[config.mk]
export PLATFORM = sky130hd
export DESIGN_NAME = exception_priority_irq_map
export DESIGN_NICKNAME = d
export VERILOG_FILES = /design/src/include/exc_prio_pkg.sv /design/src/logic/pend_cell.sv /design/src/logic/exception_priority_irq_map.sv
export SDC_FILE = /design/constraint.sdc
export NUM_CORES = 1
export LEC_CHECK = 0
export ABC_AREA = 1
export BUFFER_PORTS_ARGS = -buffer_cell sky130_fd_sc_hd__buf_4
export CORE_ASPECT_RATIO = 1.4
export CORE_MARGIN = 3
export CORE_UTILIZATION = 55
export DETAILED_ROUTE_END_ITERATION = 16
export HOLD_SLACK_MARGIN = 0.03
export PLACE_DENSITY = 0.76
export SLEW_MARGIN = 30
export SYNTH_ARGS = -nofsm -noshare
export SYNTH_HDL_FRONTEND = slang
export SYNTH_HIERARCHICAL = 1
export SYNTH_SLANG_ARGS = --single-unit
[constraint.sdc]
create_clock -name clk -period 65.4 [get_ports clk]
set_input_delay 3.27 -clock clk [delete_from_list [all_inputs] [get_ports clk]]
set_output_delay 3.27 -clock clk [all_outputs]
set_load 0.03 [all_outputs]
[src/include/exc_prio_pkg.sv]
// constants for the exception prioritisation block
// assumes one system clock and an active-low asynchronous system reset
`default_nettype none
package exc_prio_pkg;

    // ------------------------------------------------------------
    // vector map
    // ------------------------------------------------------------
    localparam int NUM_VECTORS = 48;
    localparam int VEC_W = 6;
    localparam int NUM_IRQ_LINES = 32;
    localparam logic [VEC_W-1:0] VEC_RESET = 6'h01;
    localparam logic [VEC_W-1:0] VEC_NMI = 6'h02;
    localparam logic [VEC_W-1:0] VEC_HARD_FAULT = 6'h03;
    localparam logic [VEC_W-1:0] VEC_SUPERVISOR_CALL = 6'h0b;
    localparam logic [VEC_W-1:0] VEC_PENDED_SERVICE = 6'h0e;
    localparam logic [VEC_W-1:0] VEC_SYSTEM_TICK = 6'h0f;
    localparam logic [VEC_W-1:0] VEC_IRQ_BASE = 6'h10;
    localparam logic [VEC_W-1:0] VEC_IRQ_LAST = 6'h2f;

    // ------------------------------------------------------------
    // fixed peripheral lines
    // ------------------------------------------------------------
    localparam int LINE_BROWNOUT = 0;
    localparam int LINE_WATCHDOG = 1;
    localparam int LINE_PIN_A = 2;
    localparam int LINE_PIN_B = 3;
    localparam int LINE_PORT_GROUP1 = 4;
    localparam int LINE_PORT_GROUP2 = 5;
    localparam int LINE_PWM_LOW = 6;
    localparam int LINE_PWM_HIGH = 7;
    localparam int LINE_OTHER_BASE = 8;
    localparam int NUM_OTHER_LINES = 24;
    localparam int PWM_CHANNELS = 8;
    localparam int PWM_HALF = 4;
    localparam int PORT_W = 16;
    localparam int PORT_B_W = 14;

    // ------------------------------------------------------------
    // priority ranks: lower is more urgent
    // ------------------------------------------------------------
    localparam int LEVEL_W = 2;
    localparam int RANK_W = 3;
    localparam logic [LEVEL_W-1:0] LEVEL_RESET_VALUE = 2'h0;
    localparam logic [RANK_W-1:0] RANK_RESET = 3'h0;
    localparam logic [RANK_W-1:0] RANK_NMI = 3'h1;
    localparam logic [RANK_W-1:0] RANK_HARD_FAULT = 3'h2;
    localparam logic [RANK_W-1:0] RANK_CFG_BASE = 3'h3;
    localparam logic [RANK_W-1:0] RANK_NONE = 3'h7;

endpackage

`default_nettype wire

[src/logic/pend_cell.sv]
// one sticky pending flag
// assumes set and clear come from logic on the same clock
`timescale 1ns/1ps
`default_nettype none

module pend_cell
#(
    parameter logic RESET_VALUE = 1'b0
)
(
    input wire logic clk,
    input wire logic arst_n,
    input wire logic set,
    input wire logic clear,
    output logic pend_next,
    output logic pend
);

    typedef struct packed {
        logic pend;
    } cell_state_type;

    cell_state_type s_reg;
    cell_state_type s_next;

    // ------------------------------------------------------------
    // set wins so a request in the ack cycle is kept
    // ------------------------------------------------------------
    always_comb
    begin
        s_next = s_reg;
        if (set)
        begin
            s_next.pend = 1'b1;
        end
        else if (clear)
        begin
            s_next.pend = 1'b0;
        end
    end

    always_ff @(posedge clk or negedge arst_n)
    begin
        if (!arst_n)
        begin
            s_reg.pend <= RESET_VALUE;
        end
        else
        begin
            s_reg <= s_next;
        end
    end

    assign pend_next = s_next.pend;
    assign pend = s_reg.pend;

endmodule

`default_nettype wire

[src/logic/exception_priority_irq_map.sv]
// exception and interrupt prioritisation with fixed peripheral line map
// assumes all request inputs are on-chip and synchronous to clk
// Summary of operation
// - four configurable levels, 0 most urgent, 3 least urgent
// - every configurable level resets to 0 until written
// - reset, nmi, hard fault fixed at -3, -2, -1, above all levels
// - vectors 1,2,3 fixed; supervisor 11, pended service 14, tick 15
// - 32 peripheral lines, line n delivered as vector n plus 16
// - line 0 brown-out, line 1 watchdog
// - lines 2 and 3 carry the two external pin requests
// - line 4 ORs ports a and b, line 5 ORs ports c, d, e
// - line 6 ORs pwm channels 0-3, line 7 channels 4-7
`timescale 1ns/1ps
`default_nettype none

module exception_priority_irq_map
    import exc_prio_pkg::*;
(
    input wire logic clk,
    input wire logic arst_n,
    input wire logic nmi_req,
    input wire logic hard_fault_req,
    input wire logic supervisor_call_exc,
    input wire logic pended_service_exc,
    input wire logic system_tick_exc,
    input wire logic brownout_irq,
    input wire logic watchdog_irq,
    input wire logic pin_irq_a,
    input wire logic pin_irq_b,
    input wire logic [PORT_W-1:0] port_a_irq,
    input wire logic [PORT_B_W-1:0] port_b_irq,
    input wire logic [PORT_W-1:0] port_c_irq,
    input wire logic [PORT_W-1:0] port_d_irq,
    input wire logic [PORT_W-1:0] port_e_irq,
    input wire logic [PWM_CHANNELS-1:0] pwm_ch_irq,
    input wire logic [NUM_OTHER_LINES-1:0] other_irq,
    input wire logic cfg_wr_en,
    input wire logic [VEC_W-1:0] cfg_wr_vector,
    input wire logic [LEVEL_W-1:0] cfg_wr_level,
    input wire logic exc_ack,
    output logic exc_valid,
    output logic [VEC_W-1:0] exc_vector,
    output logic [RANK_W-1:0] exc_rank
);

    // ------------------------------------------------------------
    // state
    // ------------------------------------------------------------
    // one level slot per vector; fixed and reserved slots are never written
    typedef struct packed {
        logic [NUM_VECTORS-1:0][LEVEL_W-1:0] level;
        logic valid;
        logic [VEC_W-1:0] vector;
        logic [RANK_W-1:0] rank;
    } ctrl_state_type;

    ctrl_state_type s_reg;
    ctrl_state_type s_next;
    logic [NUM_VECTORS-1:0] set_w;
    logic [NUM_VECTORS-1:0] clear_w;
    logic [NUM_VECTORS-1:0] pend_next_w;
    logic [NUM_IRQ_LINES-1:0] line_w;
    logic port_group1_irq;
    logic port_group2_irq;
    logic pwm_group_low_irq;
    logic pwm_group_high_irq;

    // ------------------------------------------------------------
    // helpers
    // ------------------------------------------------------------
    // only the three configurable exceptions and the peripheral lines take a level
    function automatic logic is_configurable(input logic [VEC_W-1:0] v);
        return (v == VEC_SUPERVISOR_CALL) || (v == VEC_PENDED_SERVICE)
            || (v == VEC_SYSTEM_TICK) || ((v >= VEC_IRQ_BASE) && (v <= VEC_IRQ_LAST));
    endfunction

    // ------------------------------------------------------------
    // peripheral line map
    // ------------------------------------------------------------
    assign port_group1_irq = (|port_a_irq) | (|port_b_irq);
    assign port_group2_irq = (|port_c_irq) | (|port_d_irq) | (|port_e_irq);
    assign pwm_group_low_irq = |pwm_ch_irq[PWM_HALF-1:0];
    assign pwm_group_high_irq = |pwm_ch_irq[PWM_CHANNELS-1:PWM_HALF];

    // a held request level re-pends every cycle; the source must drop it
    always_comb
    begin
        line_w = '0;
        line_w[LINE_BROWNOUT] = brownout_irq;
        line_w[LINE_WATCHDOG] = watchdog_irq;
        line_w[LINE_PIN_A] = pin_irq_a;
        line_w[LINE_PIN_B] = pin_irq_b;
        line_w[LINE_PORT_GROUP1] = port_group1_irq;
        line_w[LINE_PORT_GROUP2] = port_group2_irq;
        line_w[LINE_PWM_LOW] = pwm_group_low_irq;
        line_w[LINE_PWM_HIGH] = pwm_group_high_irq;
        line_w[NUM_IRQ_LINES-1:LINE_OTHER_BASE] = other_irq;
    end

    // ------------------------------------------------------------
    // pending flags, one per vector
    // ------------------------------------------------------------
    always_comb
    begin
        set_w = '0;
        set_w[VEC_NMI] = nmi_req;
        set_w[VEC_HARD_FAULT] = hard_fault_req;
        set_w[VEC_SUPERVISOR_CALL] = supervisor_call_exc;
        set_w[VEC_PENDED_SERVICE] = pended_service_exc;
        set_w[VEC_SYSTEM_TICK] = system_tick_exc;
        set_w[VEC_IRQ_LAST:VEC_IRQ_BASE] = line_w;
    end

    // ------------------------------------------------------------
    // accept
    // ------------------------------------------------------------
    // only the presented vector is cleared, and only when accepted
    // an ack while nothing is shown clears nothing
    always_comb
    begin
        clear_w = '0;
        if (exc_ack && s_reg.valid)
        begin
            clear_w[s_reg.vector] = 1'b1;
        end
    end

    // reset vector comes out of reset already pending so the core fetches it first
    // reserved slots keep a cell so indexing stays flat; their set is tied low
    genvar gv;
    generate
        for (gv = 0; gv < NUM_VECTORS; gv++)
        begin : g_pend
            pend_cell #(
                .RESET_VALUE(gv == int'(VEC_RESET))
            ) u_pend (
                .clk(clk),
                .arst_n(arst_n),
                .set(set_w[gv]),
                .clear(clear_w[gv]),
                .pend_next(pend_next_w[gv]),
                .pend()
            );
        end
    endgenerate

    // ------------------------------------------------------------
    // level writes and selection
    // ------------------------------------------------------------
    always_comb
    begin
        logic [RANK_W-1:0] r;
        logic [RANK_W-1:0] best_rank;
        logic [VEC_W-1:0] best_vec;
        r = RANK_NONE;
        best_rank = RANK_NONE;
        best_vec = '0;
        s_next = s_reg;
        // writes to fixed or reserved vectors are dropped
        // the ranking below still reads the old level, so a write shows a cycle later
        if (cfg_wr_en && is_configurable(cfg_wr_vector))
        begin
            s_next.level[cfg_wr_vector] = cfg_wr_level;
        end
        // picked from next pending so an accepted vector is never shown twice
        for (int v = 0; v < NUM_VECTORS; v++)
        begin
            if (VEC_W'(v) == VEC_RESET)
            begin
                r = RANK_RESET;
            end
            else if (VEC_W'(v) == VEC_NMI)
            begin
                r = RANK_NMI;
            end
            else if (VEC_W'(v) == VEC_HARD_FAULT)
            begin
                r = RANK_HARD_FAULT;
            end
            else
            begin
                // levels 0 to 3 sit just past the three fixed ranks
                r = RANK_CFG_BASE + RANK_W'(s_reg.level[v]);
            end
            // no masking: every pending flag competes each cycle
            // strict compare keeps the lowest vector on a tie
            if (pend_next_w[v] && (r < best_rank))
            begin
                best_rank = r;
                best_vec = VEC_W'(v);
            end
        end
        s_next.valid = (best_rank != RANK_NONE);
        s_next.vector = best_vec;
        s_next.rank = best_rank;
    end

    // ------------------------------------------------------------
    // state register
    // ------------------------------------------------------------
    always_ff @(posedge clk or negedge arst_n)
    begin
        if (!arst_n)
        begin
            s_reg.level <= {NUM_VECTORS{LEVEL_RESET_VALUE}};
            s_reg.valid <= 1'b0;
            s_reg.vector <= '0;
            s_reg.rank <= RANK_NONE;
        end
        else
        begin
            s_reg <= s_next;
        end
    end

    // ------------------------------------------------------------
    // outputs
    // ------------------------------------------------------------
    // all three come straight from flops, so the core never sees a glitch
    assign exc_valid = s_reg.valid;
    assign exc_vector = s_reg.vector;
    assign exc_rank = s_reg.rank;

endmodule

`default_nettype wire

==> metrics.md, run 1 <==
| Metric | Value |
|---|---|
| DR vias/cell | 5.09 |
| Cell taking the most area after synthesis | dfrtp_1 |
| Core Box Area | 0.0214 mm2 |
| Syn-to-layout area delta | 17.0% |
| Total GRT Usage | 0.274 |
| Hold_sp | s_reg[105]$_DFFE_PN0P_ |
| # setup viols final | 0 |
| Post-layout min period | 27.36 ns |
| Slowest stage cell, crit path | nand4_1 |
| Die area | 0.0237 mm2 |
| Hold slack final | 0.483 ns |
| Layout Nets | 2,249 |
| CP Launch Point | exc_ack |
| Area contributors post-synth | dfrtp_1 (30%), nand2_1 (21%), inv_1 (13%) |
| Post-CTS resize count | 0 |
| Worst Tran Pin Value | 1.05 ns |
| Vias in the first global route | 11,600 |
| Clock Tree Buf Depth | 2 |
| Layout fillers | 2,000 |
| Cell area after synthesis | 0.0120 mm2 |
| Buf/Inv on CP | 5 |
| Detailed Route Iter0 Violations | 650 |
| Delay of the slowest critical-path stage | 0.55 ns |
| CP arrival | 27.68 ns |
| Hold buffer count at cts | 0 |
| Yosys top cell area share | 0.300 |
| CP required | 65.72 ns |
| Worst min path class | flop to flop |
| Cell with the most instances after synthesis | nand2_1 |
| Clock skew | 0.00814 ns |
| Final Core Density | 0.658 |
| Worst r2r src | exc_vector[0]$_DFF_PN0_ |
| Crit end category | flop |
| Pwr per Cell Area | 33.5 mW/mm2 |
| Num CTS Buffers | 17 |
| Fmax | 0.0366 GHz |
| Final period utilization | 0.418 |
| CTS tree | yes |
| Critical path class | input pin to flop |
| Static Leak | 0.00733 uW |
| DR pass1 iterations | 5 |
| Clock Tree Root | clkbuf_16 |
| Yosys warnings | 6 |
| Layout cells sized above 1 | 0.148 |
| Startpoint Class | input pin |
| CP dominant cell by count | nand2_1 |
| DP Wirelength | 24,600 um |
| Synth Area per Inst | 6.31 um2 |
| Post-synth top cells | nand2_1 (662), inv_1 (418), dfrtp_1 (144) |
| TNS Setup | 0 ns |
| Seq/Total Area, Yosys | 0.309 |
| R2R Setup Slk | 40.58 ns |
| Max_slew headroom | 0.298 |
| DRC | 0 |
| Std cell rows | 63 |
| RSZ-0062 raised after global routing | no |
| Drt wl/cell | 13.5 um |
| Postcts setup bufs | 0 |
| Die Ht | 181 um |
| DRT antenna net count | 0 |
| Register clock-pin slew on the reported worst setup and hold paths | 0.06 ns |
| # IOs | 141 |
| Routability congestion estimate | 0.952 |
| GRT overflow | 0 |
| N_diodes | 0 |
| Global-route wire length before repair | 52,300 um |
| Max-cap viol count | 0 |
| WL final | 32,000 um |
| FF+latch count, synth | 148 |
| Largest delay contributor family on the critical path | simple AND/OR/NAND/NOR gates |
| Later-pin clock latency in the skew report | 0.43 ns |
| Horiz. Die Dim | 131 um |
| Hold Vio Cnt, Final | 0 |
| Top_reg_cell synth | dfrtp_1 |
| Routed vias | 12,100 |
| CP max FO | 8 |
| Largest net degree at the start of global routing | 84 |
| Slew Limit Fails | 0 |
| Antenna violations before repair | 0 |
| Run status | complete, no violations |
| H-tree levels | 4 |
| Async SR Flop Fraction | 1.00 |
| Max FFs per register | 90 |
| Synth Instances | 1,906 |
| Cell variety after synth | 36 |
| PortBufs | 140 |
| Clock sink count | 148 |
| Post-synth EDFFs | 0 |
| VDD IR max | 0.0194 mV |
| Initial core utilization | 0.563 |
[placed cells by master, fill, tap and decap left out, types with 8 or more instances in the layout]
| master | netlist | final |
|---|---|---|
| or2_2 | 11 | 11 |
| ha_1 | 53 | 53 |
| nor2_1 | 143 | 143 |
| o21ai_0 | 95 | 95 |
| clkbuf_16 | 0 | 17 |
| nand2_2 | 47 | 47 |
| a21oi_1 | 37 | 37 |
| inv_1 | 418 | 416 |
| nand3_1 | 71 | 71 |
| inv_2 | 7 | 8 |
| nand2_1 | 662 | 662 |
| nand3_2 | 30 | 30 |
| nand3_4 | 14 | 14 |
| conb_1 | 1 | 11 |
| nand4_1 | 104 | 104 |
| nor4_1 | 22 | 19 |
| dfrtp_1 | 144 | 144 |
| buf_4 | 9 | 146 |
[area by class of cell]
type | instances | area, um2 | area share
clock buffer | 19 | 433 | 0.0308
clock inverter | 13 | 151 | 0.0108
inverter | 425 | 1600 | 0.113
multi-input combinational | 1326 | 6700 | 0.476
sequential | 148 | 3710 | 0.264
tap | 292 | 365 | 0.0260
timing repair buffer | 147 | 1110 | 0.0788
[final timing paths]
check / depth (start not counted) / end
worst max-delay path: 280 / exc_vector[4]$_DFF_PN0_
worst min-delay path: 2 / s_reg[105]$_DFFE_PN0P_
worst max register to register: 278 / exc_vector[4]$_DFF_PN0_
worst min register to register: 2 / s_reg[105]$_DFFE_PN0P_
max in group asynchronous: 2 / s_reg[104]$_DFFE_PN0P_
min in group asynchronous: 1 / s_reg[20]$_DFFE_PN0P_
[per-stage QoR]
stage / cell area (um2) / instances / setup slack [ns] / total power (uW)
5_1_grt: 14100 / 2370 / 34.01 / 517
2_1_floorplan: 12100 / 1916 / 41.57 / 308
4_1_cts: 14100 / 2370 / 38.21 / 471
3_5_place_dp: 13500 / 2338 / 37.81 / 370
6_report: 14100 / 2370 / 38.04 / 471
3_3_place_gp: 13500 / 2338 / 38.76 / 365
[worst register-to-register path: cells and delay by family, from the launching register on]
family	cells	cell delay (ns)
compound gates	4	0.65
fa+ha+maj	2	0.46
buf+inv	4	0.35
flops	1	0.47
simple gates	268	22.79
[power by group]
part / internal (uW) / leakage, uW / total (uW) / switching, uW
clock: 56.9 / 0.000276 / 99.7 / 42.8
sequential: 101 / 0.00175 / 108 / 6.97
combinational: 89.4 / 0.00530 / 263 / 174
total: 247 / 0.00733 / 471 / 223
[cells by family after synthesis]
group | Yosys count | synth area share
other | 1 | 0.000312
DFF | 148 | 0.309
buffers and inverters | 442 | 0.141
AOI/OAI and AO/OA | 148 | 0.0671
and+or+nand+nor | 1114 | 0.428
adders and majority gates | 53 | 0.0552
[layer usage]
| metal | global-route usage | vias up | routed length, um |
|---|---|---|---|
| met1 | 0.306 | 5479 | 12700 |
| met2 | 0.496 | 281 | 16200 |
| met4 | 0.132 | 0 | 1500 |
| met3 | 0.0450 | 88 | 1570 |
| met5 | 0 | - | 0 |
| li1 | - | 6213 | - |
Power figures use the tool's default switching activity.
==> inputs of run 2 (changes only) <==
- clock period: 65.4 -> 28.6 ns (I/O delays scaled with it)
==> metrics.md, run 2 (same netlist as run 1, synthesis figures left out) <==
| Metric | Value |
|---|---|
| Max FFs per register | 90 (unchanged) |
| DRT antenna net count | 0 (unchanged) |
| Clock power frac | 0.197 (was 0.212) |
| Delay of the slowest critical-path stage | 0.28 ns (was 0.55 ns) |
| Max-cap viol count | 0 (unchanged) |
| Startpoint Class | input pin (unchanged) |
| NetSw | 520 uW (was 223 uW) |
| Register clock-pin slew on the reported worst setup and hold paths | 0.07 ns (was 0.06 ns) |
| Largest net degree at the start of global routing | 93 (was 84) |
| Hold buffer count at cts | 0 (unchanged) |
| Hold slack final | 0.477 ns (was 0.483 ns) |
| CP dominant cell by count | nand2_1 (unchanged) |
| Layout cells sized above 1 | 0.160 (was 0.148) |
| Run status | complete, no violations (unchanged) |
| Die Ht | 181 um (unchanged) |
| Power Total | 1080 uW (was 471 uW) |
| Power Internal | 560 uW (was 247 uW) |
| Antenna violations before repair | 0 (unchanged) |
| Clock skew | 0.0125 ns (was 0.00814 ns) |
| DR vias/cell | 5.11 (was 5.09) |
| Drt wl/cell | 13.5 um (about the same) |
| Vias in the first global route | 11,500 (was 11,600) |
| Static Leak | 0.00737 uW (was 0.00733 uW) |
| Std cell rows | 63 (unchanged) |
| Worst min path class | flop to flop (unchanged) |
| Slowest stage cell, crit path | ha_1 (was nand4_1) |
| Die area | 0.0237 mm2 (unchanged) |
| Fmax | 0.0400 GHz |
| DR pass1 iterations | 5 (unchanged) |
| Worst Tran Pin Value | 0.908 ns (was 1.05 ns) |
| Routability congestion estimate | 0.913 (was 0.952) |
| Clock sink count | 148 (unchanged) |
| GRT overflow | 0 (unchanged) |
| DRC | 0 (unchanged) |
| H-tree levels | 4 (unchanged) |
| Syn-to-layout area delta | 18.2% (was 17.0%) |
| CP required | 28.91 ns (was 65.72 ns) |
| CP arrival | 25.27 ns (was 27.68 ns) |
| Global-route wire length before repair | 52,100 um (was 52,300 um) |
| Most common cell after layout, fill and taps aside | nand2_1 (unchanged) |
| Later-pin clock latency in the skew report | 0.44 ns (was 0.43 ns) |
| TNS Setup | 0 ns (unchanged) |
| Clock Tree Buf Depth | 2 (unchanged) |
| CTS tree | yes (unchanged) |
| Total GRT Usage | 0.275 (was 0.274) |
| Final period utilization | 0.873 |
| Initial core utilization | 0.563 (unchanged) |
| Clock Tree Root | clkbuf_16 (unchanged) |
| CP max FO | 7 (was 8) |
| Post-layout min period | 24.97 ns |
| Core Box Area | 0.0214 mm2 (unchanged) |
| PortBufs | 140 (unchanged) |
| N_diodes | 0 (unchanged) |
| Crit end category | flop (unchanged) |
| Routed vias | 12,200 (was 12,100) |
| Horiz. Die Dim | 131 um (unchanged) |
| Critical path class | input pin to flop (unchanged) |
| Slew Limit Fails | 0 (unchanged) |
| Logic pwr share | 0.574 (was 0.559) |
| VDD IR max | 0.0496 mV (was 0.0194 mV) |
| Num CTS Buffers | 17 (unchanged) |
| Pwr per Cell Area | 76.1 mW/mm2 (was 33.5 mW/mm2) |
| Layout Nets | 2,262 (was 2,249) |
| Flop pwr share | 0.229 (about the same) |
| DP Wirelength | 24,600 um (about the same) |
| Leading cell types in the layout, fill and taps excluded | nand2_1 (654), inv_1 (415), buf_4 (159) (was nand2_1 (662), inv_1 (416), buf_4 (146)) |
| # IOs | 141 (unchanged) |
| Switching part of the total power | 0.481 (was 0.475) |
| WL final | 32,200 um (was 32,000 um) |
| Hold Vio Cnt, Final | 0 (unchanged) |
| Max_slew headroom | 0.393 (was 0.298) |
| # setup viols final | 0 (unchanged) |
| Detailed Route Iter0 Violations | 775 (was 650) |
-- run 2: critical path: cells and delay by family --
family | cells | cell delay (ns)
AOI/OAI and AO/OA | 4 | 0.52
adders and majority gates | 2 | 0.55
buffers and inverters | 8 | 0.58
and+or+nand+nor | 267 | 22.09
-- run 2: cell type report --
| cell class | count | area (um2) |
|---|---|---|
| clock inverter | 14 | 121 |
| tap | 292 | 365 |
| sequential | 148 | 3710 |
| clock buffer | 18 | 429 |
| multi-input combinational | 1326 | 6790 |
| timing repair buffer | 160 | 1200 |
| fill | 1993 | 7150 |
| inverter | 425 | 1600 |
-- run 2: path summary, 6_finish.rpt --
path | endpoint | slack, ns | from | cells after the start
worst max-delay path | exc_vector[2]$_DFF_PN0_ | 3.63 | exc_ack | 281
worst min-delay path | g_pend[4].u_pend/pend$_DFF_PN0_ | 0.48 | g_pend[4].u_pend/pend$_DFF_PN0_ | 2
worst max register to register | exc_vector[2]$_DFF_PN0_ | 4.12 | exc_vector[5]$_DFF_PN0_ | 279
worst min register to register | g_pend[4].u_pend/pend$_DFF_PN0_ | 0.48 | g_pend[4].u_pend/pend$_DFF_PN0_ | 2
max in group asynchronous | s_reg[24]$_DFFE_PN0P_ | 26.21 | arst_n | 2
min in group asynchronous | s_reg[82]$_DFFE_PN0P_ | 1.09 | arst_n | 1
-- run 2: timing repair --
| item | in CTS | in global routing |
|---|---|---|
| setup buffers | 0 | 9 |
| gates resized for setup | 0 | 21 |
| endpoints found under the setup margin | 0 | 10 |
-- run 2: power by group through the flow --
stage | logic [uW] | registers (uW) | clock network, uW
2_1_floorplan | 458 | 245 | 0
6_report | 621 | 247 | 213
5_1_grt | 710 | 249 | 225
4_1_cts | 599 | 247 | 216
3_5_place_dp | 595 | 250 | 0
3_3_place_gp | 585 | 250 | 0
-- run 2: metal layers --
metal  GRT usage  up-vias  wire, um
met2       0.488      294     16300
met1       0.318     5550     12800
met4       0.132        0      1490
met5           0        -         0
li1            -     6246         -
met3      0.0393       96      1610
-- run 2: through the flow --
step | instance area [um2] | utilization | setup slack [ns] | instances
after global placement | 13500 | 0.631 | 3.93 | 2342
after global routing | 14200 | 0.665 | -0.00902 | 2383
after CTS | 14100 | 0.658 | 3.47 | 2374
after detailed placement | 13500 | 0.632 | 3.16 | 2342
after floorplan | 12100 | - | 6.61 | 1916
final | 14200 | 0.665 | 3.63 | 2383
